==> src/uhsp_defs.vh <==
// constants for the uart host serial port
`ifndef UHSP_DEFS_VH
`define UHSP_DEFS_VH
`define UHSP_ADDR_PREFIX 4'h6
`define UHSP_DIR_BIT 0
`define UHSP_SUB_REG_HI 5
`define UHSP_SUB_REG_LO 3
`define UHSP_SUB_CH_HI 2
`define UHSP_SUB_CH_LO 1
`define UHSP_SPI_DIR_BIT 7
`define UHSP_CH_VALID 2'h0
`define UHSP_BURST_MAX 8'h80
`define UHSP_STRAP_VCC 2'h0
`define UHSP_STRAP_GND 2'h1
`define UHSP_STRAP_SCL 2'h2
`define UHSP_STRAP_SDA 2'h3
`define UHSP_CLK_MHZ 25
`define UHSP_I2C_STD_KBPS 100
`define UHSP_I2C_FAST_KBPS 400
`define UHSP_SPI_MAX_KBPS 26000
`endif

==> src/uhsp_sync.v <==
// two flip-flop synchroniser for a bundle of pin inputs
`timescale 1ns/1ps
module uhsp_sync #(
  parameter W = 4
) (
  // clock and reset
  input wire core_clk,
  input wire reset_n,
  // asynchronous levels in, synchronised levels out
  input wire [W-1:0] async_in,
  output reg [W-1:0] sync_out
);
  reg [W-1:0] meta_q; // first stage, read only by the second

  // two stage capture
  always @(posedge core_clk or negedge reset_n) begin
    if (!reset_n) begin
      meta_q <= {W{1'b1}};
      sync_out <= {W{1'b1}};
    end else begin
      meta_q <= async_in;
      sync_out <= meta_q;
    end
  end
endmodule // uhsp_sync

==> src/uhsp_port.v <==
// host serial port: i2c or spi slave access to uart registers
`timescale 1ns/1ps
`include "uhsp_defs.vh"
module uhsp_port (
  // clock and reset
  input wire core_clk,
  input wire reset_n,
  // interface select strap, high selects i2c
  input wire i2c_sel,
  // address straps, already resolved to connection codes
  input wire [1:0] addr_strap_high,
  input wire [1:0] addr_strap_low,
  // serial pins: scl doubles as spi clock
  input wire scl_in,
  input wire sda_in,
  output reg sda_out,
  output reg sda_oe,
  input wire cs_n,
  input wire si,
  output reg so,
  // register side toward the uart core
  output reg reg_wr,
  output reg reg_rd,
  output reg [2:0] reg_idx,
  output reg [7:0] reg_wdata,
  input wire [7:0] reg_rdata,
  input wire tx_full,
  // status
  output reg busy,
  output reg [7:0] burst_cnt
);
  // phases of a transfer
  localparam PH_IDLE = 3'h0;
  localparam PH_ADDR = 3'h1;
  localparam PH_SUB = 3'h2;
  localparam PH_WDATA = 3'h3;
  localparam PH_RDATA = 3'h4;
  localparam PH_SKIP = 3'h5;

  wire scl_s; // synchronised pins
  wire sda_s;
  wire cs_n_s;
  wire si_s;
  wire [4:0] strap_s; // mode strap, then high and low address straps
  reg scl_p_q; // previous samples for edge finding
  reg sda_p_q;
  reg [2:0] ph_q;
  reg [7:0] sh_q; // shift register, msb first
  reg [2:0] bit_q; // bit count within a byte
  reg ack_q; // in i2c ack slot
  reg rdir_q; // read transaction
  reg mack_q; // ack slot belongs to the master on a read
  reg full_q; // eighth bit of a byte has been clocked in
  reg [7:0] tx_q; // byte being shifted out
  reg [7:0] my_addr_q;

  uhsp_sync #(.W(9)) u_sync (
    .core_clk(core_clk),
    .reset_n(reset_n),
    .async_in({i2c_sel, addr_strap_high, addr_strap_low,
      scl_in, sda_in, cs_n, si}),
    .sync_out({strap_s, scl_s, sda_s, cs_n_s, si_s})
  );

  wire scl_rise = scl_s & ~scl_p_q;
  wire scl_fall = ~scl_s & scl_p_q;
  wire i2c_start = strap_s[4] & scl_s & scl_p_q & sda_p_q & ~sda_s;
  wire i2c_stop = strap_s[4] & scl_s & scl_p_q & ~sda_p_q & sda_s;
  wire [7:0] byte_in = {sh_q[6:0], strap_s[4] ? sda_s : si_s};

  // strap encoding: vcc/scl give 0 on high strap, gnd/sda give 1
  function [2:0] strap_bits;
    input [1:0] hi;
    input [1:0] lo;
    begin
      strap_bits = {(hi == `UHSP_STRAP_GND) | (hi == `UHSP_STRAP_SDA),
                    lo};
    end
  endfunction

  // channel check on a command or sub-address byte
  function ch_ok;
    input [7:0] b;
    begin
      ch_ok = (b[`UHSP_SUB_CH_HI:`UHSP_SUB_CH_LO] == `UHSP_CH_VALID);
    end
  endfunction

  // main sequencer, driven by sampled bus edges
  always @(posedge core_clk or negedge reset_n) begin
    if (!reset_n) begin
      scl_p_q <= 1'b1;
      sda_p_q <= 1'b1;
      ph_q <= PH_IDLE;
      sh_q <= 8'h00;
      bit_q <= 3'h0;
      ack_q <= 1'b0;
      rdir_q <= 1'b0;
      mack_q <= 1'b0;
      full_q <= 1'b0;
      tx_q <= 8'h00;
      my_addr_q <= 8'h00;
      sda_out <= 1'b0;
      sda_oe <= 1'b0;
      so <= 1'b0;
      reg_wr <= 1'b0;
      reg_rd <= 1'b0;
      reg_idx <= 3'h0;
      reg_wdata <= 8'h00;
      busy <= 1'b0;
      burst_cnt <= 8'h00;
    end else begin
      scl_p_q <= scl_s;
      sda_p_q <= sda_s;
      reg_wr <= 1'b0;
      reg_rd <= 1'b0;
      // own address follows the straps continuously
      my_addr_q <= {`UHSP_ADDR_PREFIX,
        strap_bits(strap_s[3:2], strap_s[1:0]), 1'b0};
      if (strap_s[4]) begin
        // i2c slave
        so <= 1'b0;
        if (i2c_start) begin
          ph_q <= PH_ADDR;
          bit_q <= 3'h0;
          ack_q <= 1'b0;
          full_q <= 1'b0;
          mack_q <= 1'b0;
          sda_oe <= 1'b0;
          busy <= 1'b1;
          burst_cnt <= 8'h00;
        end else if (i2c_stop) begin
          ph_q <= PH_IDLE;
          sda_oe <= 1'b0;
          busy <= 1'b0;
        end else if (ph_q != PH_IDLE && ph_q != PH_SKIP) begin
          if (scl_rise && !ack_q) begin
            sh_q <= byte_in;
            bit_q <= bit_q + 3'h1;
            full_q <= (bit_q == 3'h7); // fall after start is no byte end
          end
          if (scl_fall) begin
            if (ack_q) begin
              // end of ack slot: release or drive next read bit
              ack_q <= 1'b0;
              mack_q <= 1'b0;
              if (ph_q == PH_RDATA) begin
                sda_out <= tx_q[7];
                tx_q <= {tx_q[6:0], 1'b0};
                sda_oe <= ~tx_q[7];
              end else begin
                sda_oe <= 1'b0;
              end
            end else if (full_q) begin
              // a full byte ended: decide the ack slot
              ack_q <= 1'b1;
              case (ph_q)
                PH_ADDR: begin
                  if (sh_q[7:1] == my_addr_q[7:1]) begin
                    rdir_q <= sh_q[`UHSP_DIR_BIT];
                    sda_out <= 1'b0;
                    sda_oe <= 1'b1;
                    if (sh_q[`UHSP_DIR_BIT]) begin
                      ph_q <= PH_RDATA;
                      reg_rd <= 1'b1;
                      tx_q <= reg_rdata;
                    end else begin
                      ph_q <= PH_SUB;
                    end
                  end else begin
                    ph_q <= PH_SKIP;
                    sda_oe <= 1'b0;
                  end
                end
                PH_SUB: begin
                  reg_idx <= sh_q[`UHSP_SUB_REG_HI:`UHSP_SUB_REG_LO];
                  sda_oe <= ch_ok(sh_q);
                  ph_q <= ch_ok(sh_q) ? PH_WDATA : PH_SKIP;
                end
                PH_WDATA: begin
                  sda_oe <= ~tx_full;
                  if (!tx_full) begin
                    reg_wr <= 1'b1;
                    reg_wdata <= sh_q;
                    burst_cnt <= burst_cnt + 8'h01;
                  end
                end
                PH_RDATA: begin
                  mack_q <= 1'b1; // master answers this slot
                  sda_oe <= 1'b0;
                end
                default: begin
                  sda_oe <= 1'b0;
                end
              endcase
            end else if (ph_q == PH_RDATA) begin
              // shift next read bit, open drain
              sda_out <= tx_q[7];
              tx_q <= {tx_q[6:0], 1'b0};
              sda_oe <= ~tx_q[7];
            end
          end
          // master ack on read: sample in slot, stop if nack
          if (scl_rise && mack_q && ph_q == PH_RDATA) begin
            sda_oe <= 1'b0;
            if (sda_s) begin
              ph_q <= PH_SKIP;
            end else begin
              reg_rd <= 1'b1;
              tx_q <= reg_rdata;
            end
          end
        end
      end else begin
        // spi slave
        sda_oe <= 1'b0;
        if (cs_n_s) begin
          ph_q <= PH_IDLE;
          bit_q <= 3'h0;
          busy <= 1'b0;
          so <= 1'b0;
        end else begin
          if (ph_q == PH_IDLE) begin
            ph_q <= PH_SUB;
            busy <= 1'b1;
            burst_cnt <= 8'h00;
          end
          if (scl_rise) begin
            sh_q <= byte_in;
            bit_q <= bit_q + 3'h1;
            if (bit_q == 3'h7) begin
              case (ph_q)
                PH_IDLE, PH_SUB: begin
                  reg_idx <= byte_in[`UHSP_SUB_REG_HI:`UHSP_SUB_REG_LO];
                  rdir_q <= byte_in[`UHSP_SPI_DIR_BIT];
                  if (!ch_ok(byte_in)) begin
                    ph_q <= PH_SKIP;
                  end else if (byte_in[`UHSP_SPI_DIR_BIT]) begin
                    ph_q <= PH_RDATA;
                    reg_rd <= 1'b1;
                    tx_q <= reg_rdata;
                  end else begin
                    ph_q <= PH_WDATA;
                  end
                end
                PH_WDATA: begin
                  if (burst_cnt < `UHSP_BURST_MAX && !tx_full) begin
                    reg_wr <= 1'b1;
                    reg_wdata <= byte_in;
                    burst_cnt <= burst_cnt + 8'h01;
                  end
                end
                PH_RDATA: begin
                  if (burst_cnt < `UHSP_BURST_MAX - 8'h01) begin
                    reg_rd <= 1'b1;
                    tx_q <= reg_rdata;
                    burst_cnt <= burst_cnt + 8'h01;
                  end else begin
                    tx_q <= 8'h00;
                  end
                end
                default: begin
                  ph_q <= PH_SKIP;
                end
              endcase
            end
          end
          if (scl_fall && ph_q == PH_RDATA) begin
            so <= tx_q[7];
            tx_q <= {tx_q[6:0], 1'b0};
          end
        end
      end
    end
  end
endmodule // uhsp_port

==> config.mk <==
export PLATFORM = sky130hd
export DESIGN_NAME = uhsp_port
export DESIGN_NICKNAME = d
export VERILOG_FILES = /design/src/uhsp_sync.v /design/src/uhsp_port.v
export VERILOG_INCLUDE_DIRS = /design/src
export SDC_FILE = /design/constraint.sdc
export NUM_CORES = 1
export LEC_CHECK = 0
export ABC_CLOCK_PERIOD_IN_PS = 5010
export BUFFER_PORTS_ARGS = -buffer_cell sky130_fd_sc_hd__buf_2
export CAP_MARGIN = 20
export CORE_MARGIN = 4
export CORE_UTILIZATION = 60
export CTS_BUF_LIST = sky130_fd_sc_hd__clkbuf_16
export CTS_CLUSTER_SIZE = 12
export DETAILED_ROUTE_END_ITERATION = 12
export PLACE_DENSITY = 0.81
export RECOVER_POWER = 25
export SYNTH_ARGS = -nofsm -noshare
export SYNTH_HDL_FRONTEND = slang
export SYNTH_HIERARCHICAL = 1
export SYNTH_SLANG_ARGS = --single-unit
==> constraint.sdc <==
create_clock -name core_clk -period 5.01 [get_ports core_clk]
set_input_delay 0.2505 -clock core_clk [delete_from_list [all_inputs] [get_ports core_clk]]
set_output_delay 0.2505 -clock core_clk [all_outputs]
set_load 0.02 [all_outputs]
==> impl_metrics.tcl, run 1 <==
set metrics [dict create \
    outcome "finished, final reports clean" \
    setup_viol 0 \
    syn_nets 472 \
    die_height_um 92.38 \
    grt_pass1_wl_um 18370 \
    die_x_um 92.38 \
    core_area_um2 6869 \
    power_density_nw_per_um2 420.4 \
    vdd_ir_drop_max_v 0.0002762 \
    final_nets 498 \
    antenna_cells 0 \
    drt_drc_violations_left 0 \
    synth.avg_cell_area_um2 9.514 \
    crit_type "reg2reg" \
    layout_min_cycle_time_ps 2897 \
    worstPathMaxFanout 27 \
    cts_tree "built" \
    tightestPinTransition_ps 961.2 \
    track_usage_pct 26.96 \
    fmaxAchievable_mhz 345.1 \
    viasPerCell 6.839 \
    totalNegativeSetupSlack_ps 0 \
    routabilityCongestion 0.9193 \
    antenna_found_initial 0 \
    wire_per_inst_um 18.95 \
    cp-end-kind "register" \
    p_leak_nw 1.965 \
    rsz0062_at_grt "no" \
    yosys_warnings 6 \
    area_growth_pct 12.19 \
    ant_nets 0 \
    cts_made_buffers 9 \
    ios 45 \
    clock_sinks 72 \
    post_cts_buffers 0 \
    grt_max_degree 73 \
    io_buffers 43 \
    grt-ovfl-total 0 \
    cap_violations 0 \
    start_kind "register" \
    critPathArrivalTime_ps 3110 \
    total_power_mw 2.014 \
    finClkSkew_ps 10.16 \
    dpl.hpwl_um 7349 \
    relSlewSlack_pct 35.33 \
    cts_hold_buf 0 \
    dr.pass1.iters 5 \
    clk_pin_slew_ps 60 \
    start_util_pct 62.19 \
    netlist_area_um2 4272 \
    die_area_um2 8533 \
    hold_viol_final 0 \
    finalMaxSlewViolations 0 \
    cp.required_ps 5220 \
    cts.path.max_buffers 2 \
    cts_resized 0 \
    num_vias 3939 \
    finish.utilization_pct 69.76 \
    clk_latency_ps 330 \
    htreeDepth 3 \
    hold_path_class "in2reg" \
    syn_inst 449 \
    grt_pass1_vias 3748 \
    dr.first_iter.drc_count 505 \
    cts-root-buf "clkbuf_16" \
    drive_above_1_share_pct 24.79 \
    period_share_pct 57.83 \
    wl_um 10920 \
    fp-row-count 30 \
    place_area_um2 4498 \
    design_area_um2 4792 \
]
==> final cells by class <==
cell class,count,area [µm²]
clock inverters,7,63.81
repair buffers,47,245.2
flip-flops and latches,72,1824
fillers,542,2077
inverters,15,56.30
multi-input cells,330,2257
clock buffers,9,225.2
well taps,96,120.1
==> final timing paths <==
kind	startpoint	end	slack [ps]	cells after the start
max	ph_q[1]$_DFFE_PN0P_	tx_q[1]$_DFFE_PN0P_	2110	5
min	cs_n	u_sync/meta_q[1]$_DFF_PN1_	10	1
max reg2reg	ph_q[1]$_DFFE_PN0P_	tx_q[1]$_DFFE_PN0P_	2110	5
min reg2reg	u_sync/meta_q[1]$_DFF_PN1_	u_sync/sync_out[1]$_DFF_PN1_	360	0
max in group asynchronous	reset_n	burst_cnt[0]$_DFFE_PN0P_	4390	1
min in group asynchronous	reset_n	tx_q[6]$_DFFE_PN0P_	30	1
==> worst max-delay path: stages (launching register included) <==
cell	delay, ps
dfrtp_1	670
or3b_1	780
o31ai_4	330
a21boi_2	170
or2_0	410
o311a_1	420
==> placed cells by master (no fill, tap or decap), types with 3 or more instances in the layout <==
| cell | instances |
|---|---|
| a211oi_1 | 13 |
| a21oi_1 | 19 |
| a221oi_1 | 12 |
| a22o_1 | 3 |
| a31oi_1 | 5 |
| and3_1 | 5 |
| buf_2 | 42 |
| buf_4 | 4 |
| clkbuf_16 | 9 |
| dfrtp_1 | 54 |
| dfstp_2 | 17 |
| ha_1 | 3 |
| inv_1 | 16 |
| mux2_2 | 27 |
| nand2_1 | 34 |
| nand2b_1 | 6 |
| nand3_1 | 12 |
| nand4_1 | 3 |
| nand4bb_1 | 4 |
| nor2_1 | 33 |
| nor2b_1 | 6 |
| nor3_1 | 17 |
| nor3b_1 | 3 |
| nor4_1 | 3 |
| nor4bb_1 | 3 |
| o211ai_1 | 8 |
| o21ai_0 | 20 |
| o22ai_1 | 10 |
| o31ai_1 | 15 |
| o32ai_1 | 3 |
| or2_2 | 5 |
| xnor2_1 | 4 |
==> state kept, by name (all words and copies together), names as in the netlist, 3 cells and up <==
| register | cells |
|---|---|
| reg_idx | 3 |
| burst_cnt | 8 |
| my_addr_q | 4 |
| ph_q | 3 |
| reg_wdata | 8 |
| u_sync/sync_out | 8 |
| tx_q | 8 |
| sh_q | 8 |
| u_sync/meta_q | 8 |
| bit_q | 3 |
==> power by group <==
part	switching, mW	internal (mW)
Clock	0.247	0.381
Sequential	0.146	0.698
Combinational	0.313	0.229
==> layer usage <==
| metal | vias up | share of wire [%] | GRT usage, % |
|---|---|---|---|
| met5 | - | 0 | 0 |
| met4 | 0 | 3.6 | 14.23 |
| met3 | 43 | 9.3 | 5.443 |
| met2 | 250 | 47 | 41.69 |
| met1 | 1881 | 40 | 35.75 |
| li1 | 1765 | - | - |
==> metrics by stage <==
| step | instances | hold WS (ps) | worst slack, ps |
|---|---|---|---|
| after detailed placement | 559 | 347.2 | 1872 |
| after global routing | 576 | 8.110 | 2017 |
| final | 576 | 14.24 | 2113 |
| after CTS | 575 | 11.05 | 1854 |
| after global placement | 559 | 345.7 | 1951 |
| after floorplan | 449 | -45.09 | 2819 |
Note: power is estimated with default switching activity, not from simulation.
==> inputs of run 2 (changes only) <==
Settings changed: ABC_AREA set to 1, ABC_CLOCK_PERIOD_IN_PS 5010 to 3050, CORE_UTILIZATION 60 to 59, PLACE_DENSITY 0.81 to 0.8.
Clock period 5.01 ns to 3.05 ns, I/O delays scaled along.
==> run 2 against run 1 <==
Against the previous run:
- the run now ends with capacitance limit, slew limit left
- synthesized cell count rose by 27%
- routed wire length fell by 0.52%
- highest routed layer unchanged
- utilization rose by 1.8 points
==> impl_metrics.tcl, run 2 <==
set metrics [dict create \
    outcome "finished with violations" \
    violations "capacitance limit, slew limit" \
    hold_viol_final 0 \
    drive_above_1_share_pct 19.75 \
    syn_inst 569 \
    final_common_cell "nand2_1" \
    cts_made_buffers 9 \
    cap_violations 1 \
    totalNegativeSetupSlack_ps 0 \
    p_leak_nw 2.416 \
    wire_per_inst_um 15.00 \
    viasPerCell 5.706 \
    grt-ovfl-total 0 \
    vdd_ir_drop_max_v 0.0003676 \
    ant_nets 0 \
    die_height_um 93.46 \
    fp-row-count 30 \
    dpl.hpwl_um 7491 \
    cp.required_ps 3260 \
    hold_path_class "in2reg" \
    start_kind "register" \
    start_util_pct 62.05 \
    clk_latency_ps 330 \
    antenna_found_initial 0 \
    p_clk_share_pct 31.7 \
    pwr-share-comb_pct 26.4 \
    cts_tree "built" \
    crit_chain "inv_1, nor2_4, inv_2, nor2_2, buf_4, nor2_2, nand2_2, nand4_2, a31oi_1, a21boi_1" \
    worstPathMaxFanout 16 \
    p_sw_mw 1.067 \
    cts_hold_buf 9 \
    crit_type "reg2reg" \
    area_growth_pct 15.30 \
    fmaxAchievable_mhz 429.7 \
    finClkSkew_ps 6.917 \
    tightestPinTransition_ps 1788 \
    wl_met1_um 4565 \
    netlist_area_um2 4309 \
    dr.first_iter.drc_count 337 \
    clk_pin_slew_ps 60 \
    core_area_um2 6944 \
    wl_um 10860 \
    synth.avg_cell_area_um2 7.573 \
    setup_viol 0 \
    grt_pass1_vias 3848 \
    grt_pass1_wl_um 18130 \
    wl_met2_um 5214 \
    post_cts_buffers 0 \
    cp_slowest_cell "dfstp_2" \
    cts_resized 0 \
    num_vias 4131 \
    finalMaxSlewViolations 28 \
    cp_slowest_stage_delay_ps 530 \
    cts-root-buf "clkbuf_16" \
    dr.pass1.iters 5 \
    track_usage_pct 26.14 \
    cp-end-kind "register" \
    clock_sinks 72 \
    grt_max_degree 46 \
    dr_wl_met3_um 867 \
    period_share_pct 76.31 \
    final_cell_mix "nand2_1 (143), inv_1 (67), o21ai_0 (56)" \
    drt_drc_violations_left 0 \
    die_area_um2 8735 \
    layout_min_cycle_time_ps 2327 \
    switching_share_pct 35.63 \
    ios 45 \
    syn_nets 592 \
    final_nets 646 \
    htreeDepth 3 \
    internal_power_mw 1.928 \
    regToRegStartpoint "scl_p_q$_DFF_PN1_" \
    yosys_warnings 6 \
    total_power_mw 2.995 \
    rsz0062_at_grt "no" \
    worstHoldStart "reg_rdata[0]" \
    critPathArrivalTime_ps 2540 \
    cts.path.max_buffers 2 \
    cp_common_cell "nor2_2" \
    routabilityCongestion 0.9650 \
    seq_power_share_pct 41.9 \
    crit_path_start "scl_p_q$_DFF_PN1_" \
    io_buffers 43 \
    relSlewSlack_pct -19.18 \
    top_layer_used "met4" \
    antenna_cells 0 \
    power_density_nw_per_um2 602.8 \
    die_x_um 93.46 \
]
## run 2: layout make-up
| class | count | area (µm²) |
|---|---|---|
| multi-input cells | 406 | 2113 |
| fillers | 565 | 1976 |
| flip-flops and latches | 72 | 1824 |
| repair buffers | 59 | 360.3 |
| inverters | 75 | 284.0 |
| clock buffers | 9 | 225.2 |
| well taps | 96 | 120.1 |
| clock inverters | 7 | 41.29 |
## run 2: worst paths after layout
check                                               end  slack [ps]  cells after the start
max                                 tx_q[0]$_DFFE_PN0P_         720                     10
max in group asynchronous  u_sync/sync_out[4]$_DFF_PN1_        1170                      3
min in group asynchronous      reg_wdata[4]$_DFFE_PN0P_         830                      2
min reg2reg                u_sync/sync_out[0]$_DFF_PN1_         350                      0
min                                 tx_q[0]$_DFFE_PN0P_         180                      3
max reg2reg                         tx_q[0]$_DFFE_PN0P_         720                     10
## run 2: worst max-delay path, delay by kind of cell (launching register included)
family          cells  cell delay (ps)
compound gates      2              390
buf+inv             3              390
flops               1              530
simple gates        5              890
## run 2: stage by stage
step                      util [%]  std cells  setup slack (ps)  cell area, µm²  hold slack, ps
final                        71.55        724             722.7            4969           178.8
after global routing         71.55        724             549.0            4969           200.4
after detailed placement     66.56        699             757.1            4622           250.5
after floorplan                  -        569              1280            4309          -143.1
after CTS                    71.69        724             753.9            4979           170.3
after global placement       66.56        699             816.1            4622           236.2
## run 2: power groups by stage
| stage | logic (mW) | clock network (mW) | registers [mW] |
|---|---|---|---|
| 3_5_place_dp | 0.773 | 0 | 1.27 |
| 4_1_cts | 0.789 | 0.963 | 1.25 |
| 3_3_place_gp | 0.747 | 0 | 1.26 |
| 5_1_grt | 0.891 | 1.01 | 1.28 |
| 6_report | 0.790 | 0.949 | 1.26 |
| 2_1_floorplan | 0.516 | 0 | 1.28 |
## run 2: per-layer routing
layer | up-vias | GRT usage [%]
li1 | 1993 | -
met1 | 1913 | 34.36
met2 | 198 | 43.60
met3 | 27 | 4.827
met4 | 0 | 8.425
met5 | - | 0
==> inputs of run 3 (changes only) <==
Settings changed: ABC_CLOCK_PERIOD_IN_PS 3050 to 2200.
Clock period 3.05 ns to 2.2 ns, I/O delays scaled along.
==> run 3 against run 2 <==
Against the previous run:
- the run still ends with capacitance limit, slew limit left
- clock skew grew 1.3 ps
- utilization grew 1.6 points
- non-clock buffer count increased by 12
- sequential share of layout area down 0.81 points
- via count increased by 1.7%
- critical endpoint is now sh_q[5]$_DFFE_PN0P_
- highest routed layer unchanged
==> impl_metrics.tcl, run 3 (synthesis results as in run 2) <==
set metrics [dict create \
    worstHoldStart "reg_rdata[0]" \
    tightestPinTransition_ps 1560 \
    start_util_pct 62.05 \
    viasPerCell 5.711 \
    die_x_um 93.46 \
    multi_input_comb_area_um2 2116 \
    antenna_found_initial 0 \
    drt_drc_violations_left 0 \
    final_cell_mix "nand2_1 (142), inv_1 (68), o21ai_0 (56)" \
    hold_path_class "in2reg" \
    p_leak_nw 2.512 \
    clk_pin_slew_ps 60 \
    p_clk_share_pct 33.2 \
    final_common_cell "nand2_1" \
    dr.first_iter.drc_count 331 \
    dr.pass1.iters 8 \
    cp_top_family "simple AND/OR/NAND/NOR gates" \
    ios 45 \
    dpl_worst_slack_ps 158.9 \
    relSlewSlack_pct -3.995 \
    routabilityCongestion 1.004 \
    violations "capacitance limit, slew limit" \
    core_area_um2 6944 \
    wire_per_inst_um 15.26 \
    worstPathMaxFanout 13 \
    drive_above_1_share_pct 23.13 \
    crit_chain "nand2_1, inv_1, nand2_1, nand2_1, and3_1, inv_1, nand2_1, o21ai_0" \
    grt_pass1_vias 3975 \
    r2r_cells 8 \
    setup_viol 0 \
    dpl.hpwl_um 7735 \
    regArea_um2 1824 \
    regToRegStartpoint "u_sync/sync_out[3]$_DFF_PN1_" \
    cts_tree "built" \
    wl_um 11230 \
    start_kind "register" \
    power_density_nw_per_um2 844.0 \
    switching_share_pct 34.57 \
    pwr-share-comb_pct 26.2 \
    io_buffers 43 \
    cp_slowest_cell "dfstp_2" \
    rsz0062_at_grt "no" \
    hold_depth 3 \
    layout_min_cycle_time_ps 2069 \
    cp_common_cell "nand2_1" \
    antenna_cells 0 \
    ff2ff_setup_slack_ps 130 \
    ant_nets 0 \
    totalNegativeSetupSlack_ps 0 \
    seq_power_share_pct 40.5 \
    period_share_pct 94.06 \
    clk_latency_ps 330 \
    die_height_um 93.46 \
    cp.required_ps 2410 \
    hold_viol_final 0 \
    p_sw_mw 1.483 \
    finalMaxSlewViolations 73 \
    finClkSkew_ps 8.168 \
    fp-row-count 30 \
    track_usage_pct 26.59 \
    clock_sinks 72 \
    cts_made_buffers 9 \
    fmaxAchievable_mhz 483.2 \
    grt_max_degree 73 \
    grt_pass1_wl_um 18530 \
    area_growth_pct 17.92 \
    vdd_ir_drop_max_v 0.0004598 \
    worstReg2RegEnd "sh_q[5]$_DFFE_PN0P_" \
    hold_end "tx_q[0]$_DFFE_PN0P_" \
    cp_slowest_stage_delay_ps 590 \
    fillCellCount 566 \
    post_cts_buffers 0 \
    cp-end-kind "register" \
    cap_violations 1 \
    htreeDepth 3 \
    internal_power_mw 2.806 \
    crit_type "reg2reg" \
    outcome "finished with violations" \
    layout_setup_ws_ps 130.6 \
    cts-root-buf "clkbuf_16" \
    crit_buf_inv 2 \
    num_vias 4203 \
    critPathArrivalTime_ps 2280 \
    cts.path.max_buffers 2 \
    finish.utilization_pct 73.17 \
    die_area_um2 8735 \
    final_nets 658 \
    grt-ovfl-total 0 \
]
==> run 3: cell count changes in the layout (fill, tap and decap cells not counted), sizes merged <==
cell	change
inv	+1
bufinv	+1
clkinvlp	+1
clkinv	-3
buf	+19
clkbuf	-7
==> run 3: power by group through the flow <==
stage                     clock, mW  sequential, mW  combinational [mW]
after floorplan                   0            1.78               0.715
after global placement            0            1.74                1.07
final                          1.42            1.74                1.13
after global routing           1.51            1.77                1.26
after detailed placement          0            1.75                1.10
after CTS                      1.44            1.73                1.12
==> run 3: timing repair <==
action / CTS / global route
endpoints found under the hold margin: 62 / 0
resized for setup: 0 / 1
endpoints found under the setup margin: 0 / 2
hold buffers: 9 / 0
==> run 3: worst max path at each step <==
stage / startpoint / endpoint / slack, ps / cells past startpoint
global placement: burst_cnt[0]$_DFFE_PN0P_ / burst_cnt[5]$_DFFE_PN0P_ / 240 / 11
finish: u_sync/sync_out[3]$_DFF_PN1_ / sh_q[5]$_DFFE_PN0P_ / 130 / 8
detailed placement: burst_cnt[0]$_DFFE_PN0P_ / burst_cnt[5]$_DFFE_PN0P_ / 160 / 11
global route: scl_p_q$_DFF_PN1_ / burst_cnt[3]$_DFFE_PN0P_ / 4 / 11
CTS: u_sync/sync_out[3]$_DFF_PN1_ / sh_q[5]$_DFFE_PN0P_ / 130 / 8
floorplan: scl_p_q$_DFF_PN1_ / burst_cnt[3]$_DFFE_PN0P_ / 430 / 11
==> run 3: layout make-up <==
type	count	area share, %
Sequential cell	72	35.90
Timing Repair Buffer	71	8.766
Clock inverter	7	1.305
Tap cell	96	2.364
Inverter	75	5.590
Multi-Input combinational cell	406	41.64
Clock buffer	9	4.432
==> run 3: layer usage <==
metal  global-route usage (%)  vias up  routed length, µm
met5                        0        -                  0
met4                    11.48        0                225
met3                    4.425       32                809
met2                    44.37      217               5469
met1                    33.98     1946               4724
li1                         -     2008                  -
==> run 3: tightest hold or removal path, delay by kind of cell <==
family                 cells  cell delay [ps]
buffers and inverters      1              100
AO/OA/AOI/OAI              2              220
==> run 3: through the flow <==
step | hold slack (ps) | cell area [µm²] | power, mW | instances
global route | 168.7 | 5081 | 4.544 | 736
CTS | 131.7 | 5094 | 4.296 | 736
global placement | 163.3 | 4712 | 2.804 | 711
detailed placement | 168.8 | 4712 | 2.850 | 711
finish | 138.6 | 5081 | 4.288 | 736
floorplan | -185.6 | 4309 | 2.494 | 569
